### src/design/pwct_pkg.sv
package pwct_pkg;

	// register word addresses on the plain register port
	localparam logic [3:0] PWCT_ADDR_MODE    = 4'h0;
	localparam logic [3:0] PWCT_ADDR_CTRL    = 4'h1;
	localparam logic [3:0] PWCT_ADDR_STATUS  = 4'h2;
	localparam logic [3:0] PWCT_ADDR_IRQ_STS = 4'h3;
	localparam logic [3:0] PWCT_ADDR_IRQ_MSK = 4'h4;
	localparam logic [3:0] PWCT_ADDR_CAP_A   = 4'h5;
	localparam logic [3:0] PWCT_ADDR_CAP_B   = 4'h6;
	localparam logic [3:0] PWCT_ADDR_COUNT   = 4'h7;

	// mode field code that selects pulse width measurement
	localparam logic [2:0] PWCT_MODE_PWM = 3'h6;

	// control register bit positions
	localparam int PWCT_CTRL_RUN = 0;
	localparam int PWCT_CTRL_OVE = 1;

	// status register bit positions (cleared on read)
	localparam int PWCT_ST_CAPA = 0;
	localparam int PWCT_ST_CAPB = 1;
	localparam int PWCT_ST_OVF  = 2;

	// interrupt status / mask bit positions (status is write one to clear)
	localparam int PWCT_IRQ_START = 0;
	localparam int PWCT_IRQ_CAPB  = 1;
	localparam int PWCT_IRQ_CAPA  = 2;
	localparam int PWCT_IRQ_OVF   = 3;

	// reset values
	localparam logic [15:0] PWCT_CNT_RST  = 16'h0000;
	localparam logic [7:0]  PWCT_MODE_RST = 8'h00;
	localparam logic [3:0]  PWCT_MASK_RST = 4'hF;

	// timer mode register layout, msb first
	typedef struct packed {
		logic       style_single;   // capture_style_sel
		logic       falling_start;  // edge_polarity_sel
		logic [2:0] clk_sel;        // source_clock_sel
		logic [2:0] mode;           // mode_select_field
	} pwct_mode_t;

	// register port request bundle
	typedef struct packed {
		logic        wr;
		logic        rd;
		logic [3:0]  addr;
		logic [15:0] wdata;
	} pwct_req_t;

	// measurement sequence, gray coded along the usual path
	typedef enum logic [1:0] {
		PWCT_ST_IDLE  = 2'b00,
		PWCT_ST_ARM   = 2'b01,
		PWCT_ST_MEAS  = 2'b11,
		PWCT_ST_AFTER = 2'b10
	} pwct_state_t;

endpackage

### src/design/pwct_timer.sv
`timescale 1ns/100ps
`default_nettype none

// What this block does
// - start edge raises irq, then counting begins
// - opposite edge captures into B, flags, irq
// - double style: next start captures A, clears
// - single style: stop and clear, resume later
// - overflow during measurement sets overflow flag
// - overflow irq only when enable bit set
// - status read clears all three flags
// - clearing run stops and zeroes counter
// - opposite edge first is ignored entirely
// - mode code 110 selects; clock field separate
// - polarity bit picks rising or falling start
// - setting run zeroes both capture registers
// - mode and enable writes ignored while running
module pwct_timer
	import pwct_pkg::*;
#(
	parameter int CNT_W = 16,  // up counter width
	parameter int PRE_W = 7    // prescaler width, divides up to 2**7 at clock select 7
)(
	input  wire logic        clock_i,
	input  wire logic        rstn_i,
	input  wire logic [3:0]  addr_i,
	input  wire logic [15:0] wdata_i,
	input  wire logic        wr_i,
	input  wire logic        rd_i,
	input  wire logic        capture_input_pin_i,
	output logic      [15:0] rdata_o,
	output logic             timer_event_irq_o
);

	// the register map and capture path are fixed at one 16-bit word
	if (CNT_W != 16) begin : g_chk_w
		$error("pwct_timer: CNT_W must be 16");
	end
	// the slowest source clock select needs all seven prescaler bits
	if (PRE_W < 7) begin : g_chk_p
		$error("pwct_timer: PRE_W must be at least 7");
	end

	// tick when the low sel bits of the prescaler are all ones
	function automatic logic tick_of(input logic [2:0] sel,
		input logic [PRE_W-1:0] pre);
		logic [PRE_W-1:0] m;
		m = PRE_W'((1 << sel) - 1);
		tick_of = ((pre & m) == m);
	endfunction

	// register port bundle
	pwct_req_t req;
	assign req = '{wr: wr_i, rd: rd_i, addr: addr_i, wdata: wdata_i};

	// software visible state
	pwct_mode_t       mode_reg;      // timer_mode_reg
	logic             run_reg;       // run_bit
	logic             ove_reg;       // overflow_irq_enable
	logic [2:0]       status_reg;    // timer_status_reg flags
	logic [3:0]       irq_sts_reg;   // sticky interrupt causes
	logic [3:0]       irq_msk_reg;   // interrupt mask, 1 passes
	logic [15:0]      cap_a_reg;     // capture_reg_a
	logic [15:0]      cap_b_reg;     // capture_reg_b
	logic [15:0]      cnt_reg;       // up counter
	logic [PRE_W-1:0] pre_reg;       // source clock prescaler
	pwct_state_t      state_reg;     // measurement sequence
	pwct_state_t      state_next;
	logic [15:0]      rdata_reg;
	logic             irq_reg;

	// pin synchroniser; sync1 feeds only sync2
	logic pin_s1_reg;
	logic pin_s2_reg;
	logic pin_s3_reg;   // previous synced level, for edges

	// write and status read decode
	wire wr_mode = req.wr && req.addr == PWCT_ADDR_MODE;
	wire wr_ctrl = req.wr && req.addr == PWCT_ADDR_CTRL;
	wire wr_isc  = req.wr && req.addr == PWCT_ADDR_IRQ_STS;
	wire wr_msk  = req.wr && req.addr == PWCT_ADDR_IRQ_MSK;
	wire rd_st   = req.rd && req.addr == PWCT_ADDR_STATUS;

	// run bit transitions
	wire run_set = wr_ctrl && req.wdata[PWCT_CTRL_RUN] && !run_reg;
	wire run_clr = wr_ctrl && !req.wdata[PWCT_CTRL_RUN] && run_reg;

	// edge detection on the synchronised pin
	wire rise     = pin_s2_reg && !pin_s3_reg;
	wire fall     = !pin_s2_reg && pin_s3_reg;
	// falling start when polarity bit is 1, rising when 0
	wire start_e  = mode_reg.falling_start ? fall : rise;
	wire opp_e    = mode_reg.falling_start ? rise : fall;

	// only the pulse width code lets the sequence leave idle
	wire pwm_sel  = mode_reg.mode == PWCT_MODE_PWM;
	// a stop write acts at its own edge, so a read right behind it
	// already sees a zero counter and no late event slips through
	wire active   = run_reg && pwm_sel && !run_clr;

	// source clock tick from prescaler
	// select n gives one tick every 2**n system clocks
	wire tick     = tick_of(mode_reg.clk_sel, pre_reg);

	// counting happens in measure, and after opposite in double style
	wire counting = (state_reg == PWCT_ST_MEAS) ||
		(state_reg == PWCT_ST_AFTER && !mode_reg.style_single);

	// sequence events
	wire ev_start = active && start_e &&
		(state_reg == PWCT_ST_ARM || state_reg == PWCT_ST_AFTER);
	wire ev_capb  = active && opp_e &&
		state_reg == PWCT_ST_MEAS;
	wire ev_capa  = ev_start && state_reg == PWCT_ST_AFTER &&
		!mode_reg.style_single;
	wire cnt_max  = cnt_reg == 16'hFFFF;
	wire ev_ovf   = active && counting && tick && cnt_max &&
		!ev_capa && !ev_capb;

	// event vector for the interrupt status register
	wire [3:0] irq_set = {ev_ovf && ove_reg,
		ev_capa, ev_capb, ev_start};

	// next state of the measurement sequence
	always_comb begin
		state_next = state_reg;
		if (!active) begin
			state_next = PWCT_ST_IDLE;
		end else begin
			unique case (state_reg)
				PWCT_ST_IDLE: begin
					state_next = PWCT_ST_ARM;
				end
				// opposite edge here is simply ignored
				PWCT_ST_ARM: begin
					if (start_e) begin
						state_next = PWCT_ST_MEAS;
					end
				end
				PWCT_ST_MEAS: begin
					if (opp_e) begin
						state_next = PWCT_ST_AFTER;
					end
				end
				PWCT_ST_AFTER: begin
					if (start_e) begin
						state_next = PWCT_ST_MEAS;
					end
				end
			endcase
		end
	end

	// counter next value; wrap keeps the sequence untouched
	logic [15:0] cnt_next;
	always_comb begin
		cnt_next = cnt_reg;
		if (!active) begin
			cnt_next = PWCT_CNT_RST;
		end else if (ev_capa) begin
			cnt_next = PWCT_CNT_RST;
		end else if (ev_capb && mode_reg.style_single) begin
			cnt_next = PWCT_CNT_RST;
		end else if (state_reg == PWCT_ST_AFTER &&
			mode_reg.style_single) begin
			cnt_next = PWCT_CNT_RST;
		end else if (counting && tick) begin
			cnt_next = cnt_reg + 16'h0001;
		end
	end

	// status flags: a new event beats a clearing read; the read
	// data flop takes the old flags at the same edge they clear
	wire [2:0] st_set = {ev_ovf, ev_capb, ev_capa};
	wire [2:0] st_next = (status_reg & {3{!rd_st}}) | st_set;

	// interrupt causes: write one clears, set still wins
	wire [3:0] isc_next = (irq_sts_reg &
		~(wr_isc ? req.wdata[3:0] : 4'h0)) | irq_set;

	// read mux, unmapped addresses read as zero
	logic [15:0] rd_mux;
	always_comb begin
		unique case (req.addr)
			PWCT_ADDR_MODE:    rd_mux = {8'h00, mode_reg};
			PWCT_ADDR_CTRL:    rd_mux = {14'h0000, ove_reg, run_reg};
			PWCT_ADDR_STATUS:  rd_mux = {13'h0000, status_reg};
			PWCT_ADDR_IRQ_STS: rd_mux = {12'h000, irq_sts_reg};
			PWCT_ADDR_IRQ_MSK: rd_mux = {12'h000, irq_msk_reg};
			PWCT_ADDR_CAP_A:   rd_mux = cap_a_reg;
			PWCT_ADDR_CAP_B:   rd_mux = cap_b_reg;
			PWCT_ADDR_COUNT:   rd_mux = cnt_reg;
			default:           rd_mux = 16'h0000;
		endcase
	end

	// pin synchroniser and edge history
	always_ff @(posedge clock_i) begin
		if (!rstn_i) begin
			pin_s1_reg <= 1'b0;
			pin_s2_reg <= 1'b0;
			pin_s3_reg <= 1'b0;
		end else begin
			pin_s1_reg <= capture_input_pin_i;
			pin_s2_reg <= pin_s1_reg;
			pin_s3_reg <= pin_s2_reg;
		end
	end

	// configuration: mode and enable locked while running so a live
	// measurement cannot change meaning under software
	always_ff @(posedge clock_i) begin
		if (!rstn_i) begin
			mode_reg <= pwct_mode_t'(PWCT_MODE_RST);
			run_reg  <= 1'b0;
			ove_reg  <= 1'b0;
		end else begin
			if (wr_mode && !run_reg) begin
				mode_reg <= pwct_mode_t'(req.wdata[7:0]);
			end
			if (wr_ctrl) begin
				run_reg <= req.wdata[PWCT_CTRL_RUN];
			end
			if (wr_ctrl && !run_reg) begin
				ove_reg <= req.wdata[PWCT_CTRL_OVE];
			end
		end
	end

	// mask register
	always_ff @(posedge clock_i) begin
		if (!rstn_i) begin
			irq_msk_reg <= PWCT_MASK_RST;
		end else if (wr_msk) begin
			irq_msk_reg <= req.wdata[3:0];
		end
	end

	// capture registers; cleared when the run bit goes high
	always_ff @(posedge clock_i) begin
		if (!rstn_i) begin
			cap_a_reg <= PWCT_CNT_RST;
			cap_b_reg <= PWCT_CNT_RST;
		end else if (run_set) begin
			cap_a_reg <= PWCT_CNT_RST;
			cap_b_reg <= PWCT_CNT_RST;
		end else begin
			if (ev_capa) begin
				cap_a_reg <= cnt_reg;
			end
			if (ev_capb) begin
				cap_b_reg <= cnt_reg;
			end
		end
	end

	// prescaler runs only while active, so the first tick
	// lands a fixed time after the run bit is set
	always_ff @(posedge clock_i) begin
		if (!rstn_i) begin
			pre_reg <= '0;
		end else if (!active) begin
			pre_reg <= '0;
		end else begin
			pre_reg <= pre_reg + PRE_W'(1);
		end
	end

	// counter, sequence and flags
	always_ff @(posedge clock_i) begin
		if (!rstn_i) begin
			cnt_reg     <= PWCT_CNT_RST;
			state_reg   <= PWCT_ST_IDLE;
			status_reg  <= 3'h0;
			irq_sts_reg <= 4'h0;
		end else begin
			cnt_reg     <= cnt_next;
			state_reg   <= state_next;
			status_reg  <= st_next;
			irq_sts_reg <= isc_next;
		end
	end

	// read data and interrupt line; both come from flops
	always_ff @(posedge clock_i) begin
		if (!rstn_i) begin
			rdata_reg <= 16'h0000;
			irq_reg   <= 1'b0;
		end else begin
			rdata_reg <= req.rd ? rd_mux : 16'h0000;
			irq_reg   <= |(irq_sts_reg & irq_msk_reg);
		end
	end

	assign rdata_o           = rdata_reg;
	assign timer_event_irq_o = irq_reg;

endmodule

`default_nettype wire

### config.mk
export PLATFORM = sky130hd
export DESIGN_NAME = pwct_timer
export DESIGN_NICKNAME = d
export VERILOG_FILES = /design/src/design/pwct_pkg.sv /design/src/design/pwct_timer.sv
export SDC_FILE = /design/constraint.sdc
export NUM_CORES = 1
export LEC_CHECK = 0
export ABC_AREA = 1
export ABC_CLOCK_PERIOD_IN_PS = 2300
export BUFFER_PORTS_ARGS = -buffer_cell sky130_fd_sc_hd__clkbuf_2
export CAP_MARGIN = 15
export CORE_MARGIN = 2
export CORE_UTILIZATION = 55
export DETAILED_ROUTE_END_ITERATION = 8
export PLACE_DENSITY = 0.74
export REMOVE_ABC_BUFFERS = 1
export SLEW_MARGIN = 20
export SYNTH_ARGS = -nofsm -noshare
export SYNTH_HDL_FRONTEND = slang
export SYNTH_SLANG_ARGS = --single-unit
### constraint.sdc
create_clock -name clock_i -period 2.3 [get_ports clock_i]
set_clock_uncertainty 0.05 [all_clocks]
set_input_delay 0.23 -clock clock_i [delete_from_list [all_inputs] [get_ports clock_i]]
set_output_delay 0.23 -clock clock_i [all_outputs]
set_load 0.01 [all_outputs]
==> out/qor.yml, run 1 <==
gp_congestion: 0.941
status: "complete, no violations"
die_x_um: 94.1
dr.pass1.iters: 5
worst_slew_pin_slew_ns: 0.556
cts_tree: "done"
wire_per_inst_um: 13.7
startpoint: "mode_reg[4]$_SDFFE_PN0P_"
critical_path.max_fanout: 7
vdd_drop_max_mv: 0.354
maxCapViolations: 0
critPathMaxStageDelay_ns: 0.38
fin_hold_ws_ns: 0.0411
cts_max_level: 3
root_buffer: "clkbuf_8"
die_y_um: 94.1
viasPerCell: 5.38
hpwlAfterDp_um: 7340
cpMostUsedCell: "nand2_1"
grt_overflow: 0
route.detailed.drc: 0
reg2reg_slack_ns: 0.15
core-area_um2: 7810
timing.fmax_ghz: 0.466
ant_nets: 0
num_antenna_cells: 0
clk_path_buf_depth: 2
holdPathStages: 3
setup_violations: 0
total_power_uw: 3010
finalNetCount: 679
worstRegToRegCells: 15
start_util_pct: 57.2
drive_gt1_share_pct: 14.4
grt_pass1_vias: 3756
vias: 4062
fill_cells: 745
ys_types: 34
ys_warn_count: 0
numClockSinks: 98
grt_max_degree: 33
syn_to_final_growth_pct: 11.7
crit_path_end_kind: "register"
ys_top_cells_by_count: "115 x nand2_1, 98 x dfxtp_1, 88 x inv_1, 64 x o21ai_0, 52 x a21oi_1"
place_ws_ns: 0.0734
antenna_found_initial: 0
critPathSlowestCell: "dfxtp_1"
rsz0062_at_grt: "yes"
synth_top_area_share_pct: 43.9
grt_pass1_wl_um: 17000
async_flop_share_pct: 0
drt_iter0_markers: 220
path_cells: "nor2_2, nand2_1, ha_1, inv_1, nand2_1, nand2_1, nor2_1, nand3_1, nor2_2, nand3_2, nor2_1, buf_4, nand2_1, nand3_1, inv_1"
synth-seq-cells: 98
ff_latch_area_um2: 1960
whs_endpoint: "irq_msk_reg[3]$_SDFFE_PN1P_"
crit_type: "register to register"
fin_setup_tns_ns: 0
p_per_area_nw_per_um2: 604
syn_area_um2: 4470
hp-class: "input port to register"
leakage_uw: 0.00214
cts_setup_buffers: 0
hp-start: "wdata_i[3]"
synth_largest_area_cell: "dfxtp_1"
synth_edf_count: 0
io_pins: 42
ys.flop_type: "dfxtp_1"
setup_ws_ns: 0.155
yosysMostFrequentCell: "nand2_1"
avgSynthCellArea_um2: 7.30
clk_latency_ns: 0.38
worstSetupStartpointType: "register"
reg2reg_to: "cnt_reg[12]$_SDFFE_PP0P_"
critical_path_arrival_ns: 2.38
reg2reg_from: "mode_reg[4]$_SDFFE_PN0P_"
required_ns: 2.53
relSlewSlack_pct: 62.9
slew_violations: 0
numCtsBuffers: 9
die-area_um2: 8860
synth_seq_area_share_pct: 43.9
synth_cells: 612
multi_input_area_um2: 2060
ys_top_cells_by_area: "dfxtp_1 44%, nand2_1 9.7%, inv_1 7.4%"
period_needed_ns: 2.15
totalWireLength_um: 10300
grt_usage_pct: 24.4
io_buffers: 33
hold_violations: 0
rows: 32
clkTransAtPathRegs_ns: 0.11
post-route-period-util_pct: 93.3
-- cell type report --
| cell class | count | area share, % |
|---|---|---|
| multi-input combinational | 394 | 41.2 |
| clock buffer | 9 | 2.48 |
| inverter | 102 | 7.75 |
| clock inverter | 7 | 1.76 |
| tap | 102 | 2.56 |
| timing repair buffer | 42 | 4.72 |
| timing repair inverter | 1 | 0.151 |
| sequential | 98 | 39.3 |
-- power by group --
part | leakage (µW) | switching (µW) | internal (µW)
registers | 0.000790 | 4.91 | 1700
logic | 0.00125 | 88.1 | 39.6
clock network | 0.0000992 | 655 | 521
total | 0.00214 | 748 | 2260
-- how the worst max path moves through the flow --
stage | endpoint | slack, ns | cells after the start
global route | cnt_reg[6]$_SDFFE_PP0P_ | -0.006 | 15
CTS | cnt_reg[7]$_SDFFE_PP0P_ | 0.04 | 14
detailed placement | cnt_reg[7]$_SDFFE_PP0P_ | 0.07 | 14
floorplan | cnt_reg[6]$_SDFFE_PP0P_ | 0.37 | 15
global placement | cnt_reg[6]$_SDFFE_PP0P_ | 0.14 | 15
finish | cnt_reg[12]$_SDFFE_PP0P_ | 0.15 | 15
-- cells by family after synthesis --
| group | share of synthesized area (%) |
|---|---|
| AND/OR/NAND/NOR | 24.1 |
| AO/OA/AOI/OAI | 17.7 |
| buffers and inverters | 10.6 |
| flip-flops | 43.9 |
| XOR/XNOR | 1.96 |
| adder cells (fa/ha/maj) | 1.68 |
-- per-layer routing --
metal | global-route usage, % | up-vias | share of wire (%)
met1 | 30.8 | 1887 | 46
li1 | - | 2055 | -
met3 | 4.57 | 17 | 4.9
met5 | 0 | - | 0
met4 | 7.37 | 0 | 1.7
met2 | 42.1 | 103 | 47
-- per-stage QoR --
step / util (%) / cells / instance area, µm²
after CTS: 63.4 / 754 / 4950
after global placement: 60.5 / 737 / 4730
final: 63.9 / 755 / 4990
after global routing: 63.9 / 755 / 4990
after detailed placement: 60.5 / 737 / 4730
after floorplan: - / 594 / 4370
-- placed cells by master, fill, tap and decap left out, types with 3 or more instances in the layout --
cell type   Yosys  routed
a21oi_1        52      52
a221oi_1        4       4
a31oi_1         3       3
buf_4           0       8
clkbuf_2        3      33
clkbuf_8        0       9
clkinvlp_4      0       4
dfxtp_1        98      98
ha_1            6       6
inv_1          88      88
inv_2          12      12
nand2_1       115     115
nand2_4         3       4
nand3_1        40      39
nor2_1         45      42
nor2_2          2       4
nor2_4          5       6
nor3_1         10       9
nor3_2          2       3
nor3b_1         3       3
o211ai_1       13      13
o21ai_0        64      64
o22ai_1         5       5
xor2_1         10      10
-- worst max-delay path: cells and delay by family, from the launching register on --
kind          cells  cell delay, ns
flops             1            0.38
simple gates     11            1.13
fa+ha+maj         1            0.28
buf+inv           3            0.23
-- repair_timing --
item / CTS / global route
hold buffers: 1 / 0
hold endpoints to repair: 1 / 0
resized for setup: 0 / 9
setup endpoints to repair: 0 / 14
Power figures use the tool's default switching activity.
==> run 2, diff against run 1 <==
--- a/config.mk
+++ b/config.mk
@@ -13,6 +13,7 @@
 export CORE_UTILIZATION = 55
 export DETAILED_ROUTE_END_ITERATION = 8
 export PLACE_DENSITY = 0.74
+export RECOVER_POWER = 50
 export REMOVE_ABC_BUFFERS = 1
 export SLEW_MARGIN = 20
 export SYNTH_ARGS = -nofsm -noshare
==> out/qor.yml, run 2 (same netlist as run 1, synthesis figures left out) <==
worstSetupStartpointType: "register"
root_buffer: "clkbuf_8"
grt_max_degree: 33
vdd_drop_max_mv: 0.354
finalNetCount: 679
hold_violations: 0
setup_violations: 0
leakage_uw: 0.00207
grt_overflow: 0
wire_per_inst_um: 13.7
critical_path.max_fanout: 7
crit_path_end_kind: "register"
clkTransAtPathRegs_ns: 0.11
placedInstanceArea_um2: 4730
dp_cells: 737
final_common_cell: "nand2_1"
die_x_um: 94.1
clk_latency_ns: 0.38
relSlewSlack_pct: 49.2
maxCapViolations: 0
layout_common_cells: "115 x nand2_1, 98 x dfxtp_1, 88 x inv_1, 64 x o21ai_0, 52 x a21oi_1"
ff_latch_area_um2: 1960
grt_pass1_vias: 3756
fin_area_um2: 4950
syn_to_final_growth_pct: 10.8
start_util_pct: 57.2
hpwlAfterDp_um: 7340
drt_iter0_markers: 242
place_ws_ns: 0.0734
critical_path_arrival_ns: 2.38
required_ns: 2.53
setup_ws_ns: 0.153
cts_tree: "done"
grt_pass1_wl_um: 17000
clk_path_buf_depth: 2
fin_cells: 755
p_per_area_nw_per_um2: 608
grt_usage_pct: 24.4
slew_violations: 0
ant_nets: 0
cts_setup_buffers: 0
vias: 4034
die_y_um: 94.1
status: "complete, no violations"
num_antenna_cells: 0
antenna_found_initial: 0
io_buffers: 33
core-area_um2: 7810
totalWireLength_um: 10300
dr.pass1.iters: 5
route.detailed.drc: 0
timing.fmax_ghz: 0.466
io_pins: 42
gp_congestion: 0.941
crit_type: "register to register"
numClockSinks: 98
post-route-period-util_pct: 93.3
period_needed_ns: 2.15
numCtsBuffers: 9
fill_cells: 756
multi_input_area_um2: 2040
rows: 32
rsz0062_at_grt: "yes"
worst_slew_pin_slew_ns: 0.762
die-area_um2: 8860
drive_gt1_share_pct: 11.0
cts_max_level: 3
hp-class: "input port to register"
viasPerCell: 5.34
## run 2: cell count changes in the layout (fill, tap and decap cells not counted), sizes merged
cell / before / now
buf: 8 / 7
clkbuf: 42 / 43
## run 2: worst max-delay path, stage by stage, from the launching register on
cell and delay [ns]:
dfxtp_1 0.38, nor2_2 0.15, nand2_1 0.09, ha_1 0.28
inv_1 0.04, nand2_1 0.05, nand2_1 0.04, nor2_1 0.10
nand3_1 0.10, nor2_2 0.20, nand3_2 0.15, nor2_1 0.13
buf_4 0.15, nand2_1 0.05, nand3_1 0.07, inv_1 0.04
## run 2: routing by layer
| layer | vias up | share of wire [%] | track usage (%) |
|---|---|---|---|
| met3 | 17 | 5.3 | 4.57 |
| met2 | 111 | 47 | 42.1 |
| met1 | 1849 | 46 | 30.8 |
| met4 | 0 | 1.6 | 7.37 |
| li1 | 2057 | - | - |
| met5 | - | 0 | 0 |
## run 2: worst paths after layout
path,start,endpoint,slack [ns],cells past startpoint
max,mode_reg[4]$_SDFFE_PN0P_,cnt_reg[12]$_SDFFE_PP0P_,0.15,15
min,wdata_i[3],irq_msk_reg[3]$_SDFFE_PN1P_,0.04,3
max reg2reg,mode_reg[4]$_SDFFE_PN0P_,cnt_reg[12]$_SDFFE_PP0P_,0.15,15
min reg2reg,pin_s1_reg$_SDFF_PN0_,pin_s2_reg$_SDFF_PN0_,0.38,2
## run 2: per-stage QoR
| stage | hold slack [ns] | setup TNS, ns | power [µW] | util, % |
|---|---|---|---|---|
| after floorplan | 0.273 | 0 | 1820 | - |
| final | 0.0414 | 0 | 3010 | 63.3 |
| after detailed placement | 0.368 | 0 | 1870 | 60.5 |
| after CTS | 0.0383 | 0 | 3020 | 63.4 |
| after global routing | 0.0590 | -0.0109 | 3100 | 63.3 |
| after global placement | 0.349 | 0 | 1870 | 60.5 |
## run 2: what timing repair did
| item | in CTS | in global routing |
|---|---|---|
| endpoints found under the setup margin | 0 | 14 |
| hold buffers | 1 | 0 |
| endpoints found under the hold margin | 1 | 0 |
| gates resized for setup | 0 | 9 |
## run 2: layout make-up
type,instances,area share (%)
multi-input cells,394,41.3
flip-flops and latches,98,39.7
inverters,102,7.82
repair buffers,42,4.22
well taps,102,2.58
clock buffers,9,2.50
clock inverters,7,1.77
repair inverters,1,0.152
## run 2: power breakdown
group          internal, µW  switching (µW)  total, µW
sequential             1700            4.88       1710
clock                   521             652       1170
combinational          38.2            87.7        126
total                  2260             744       3010
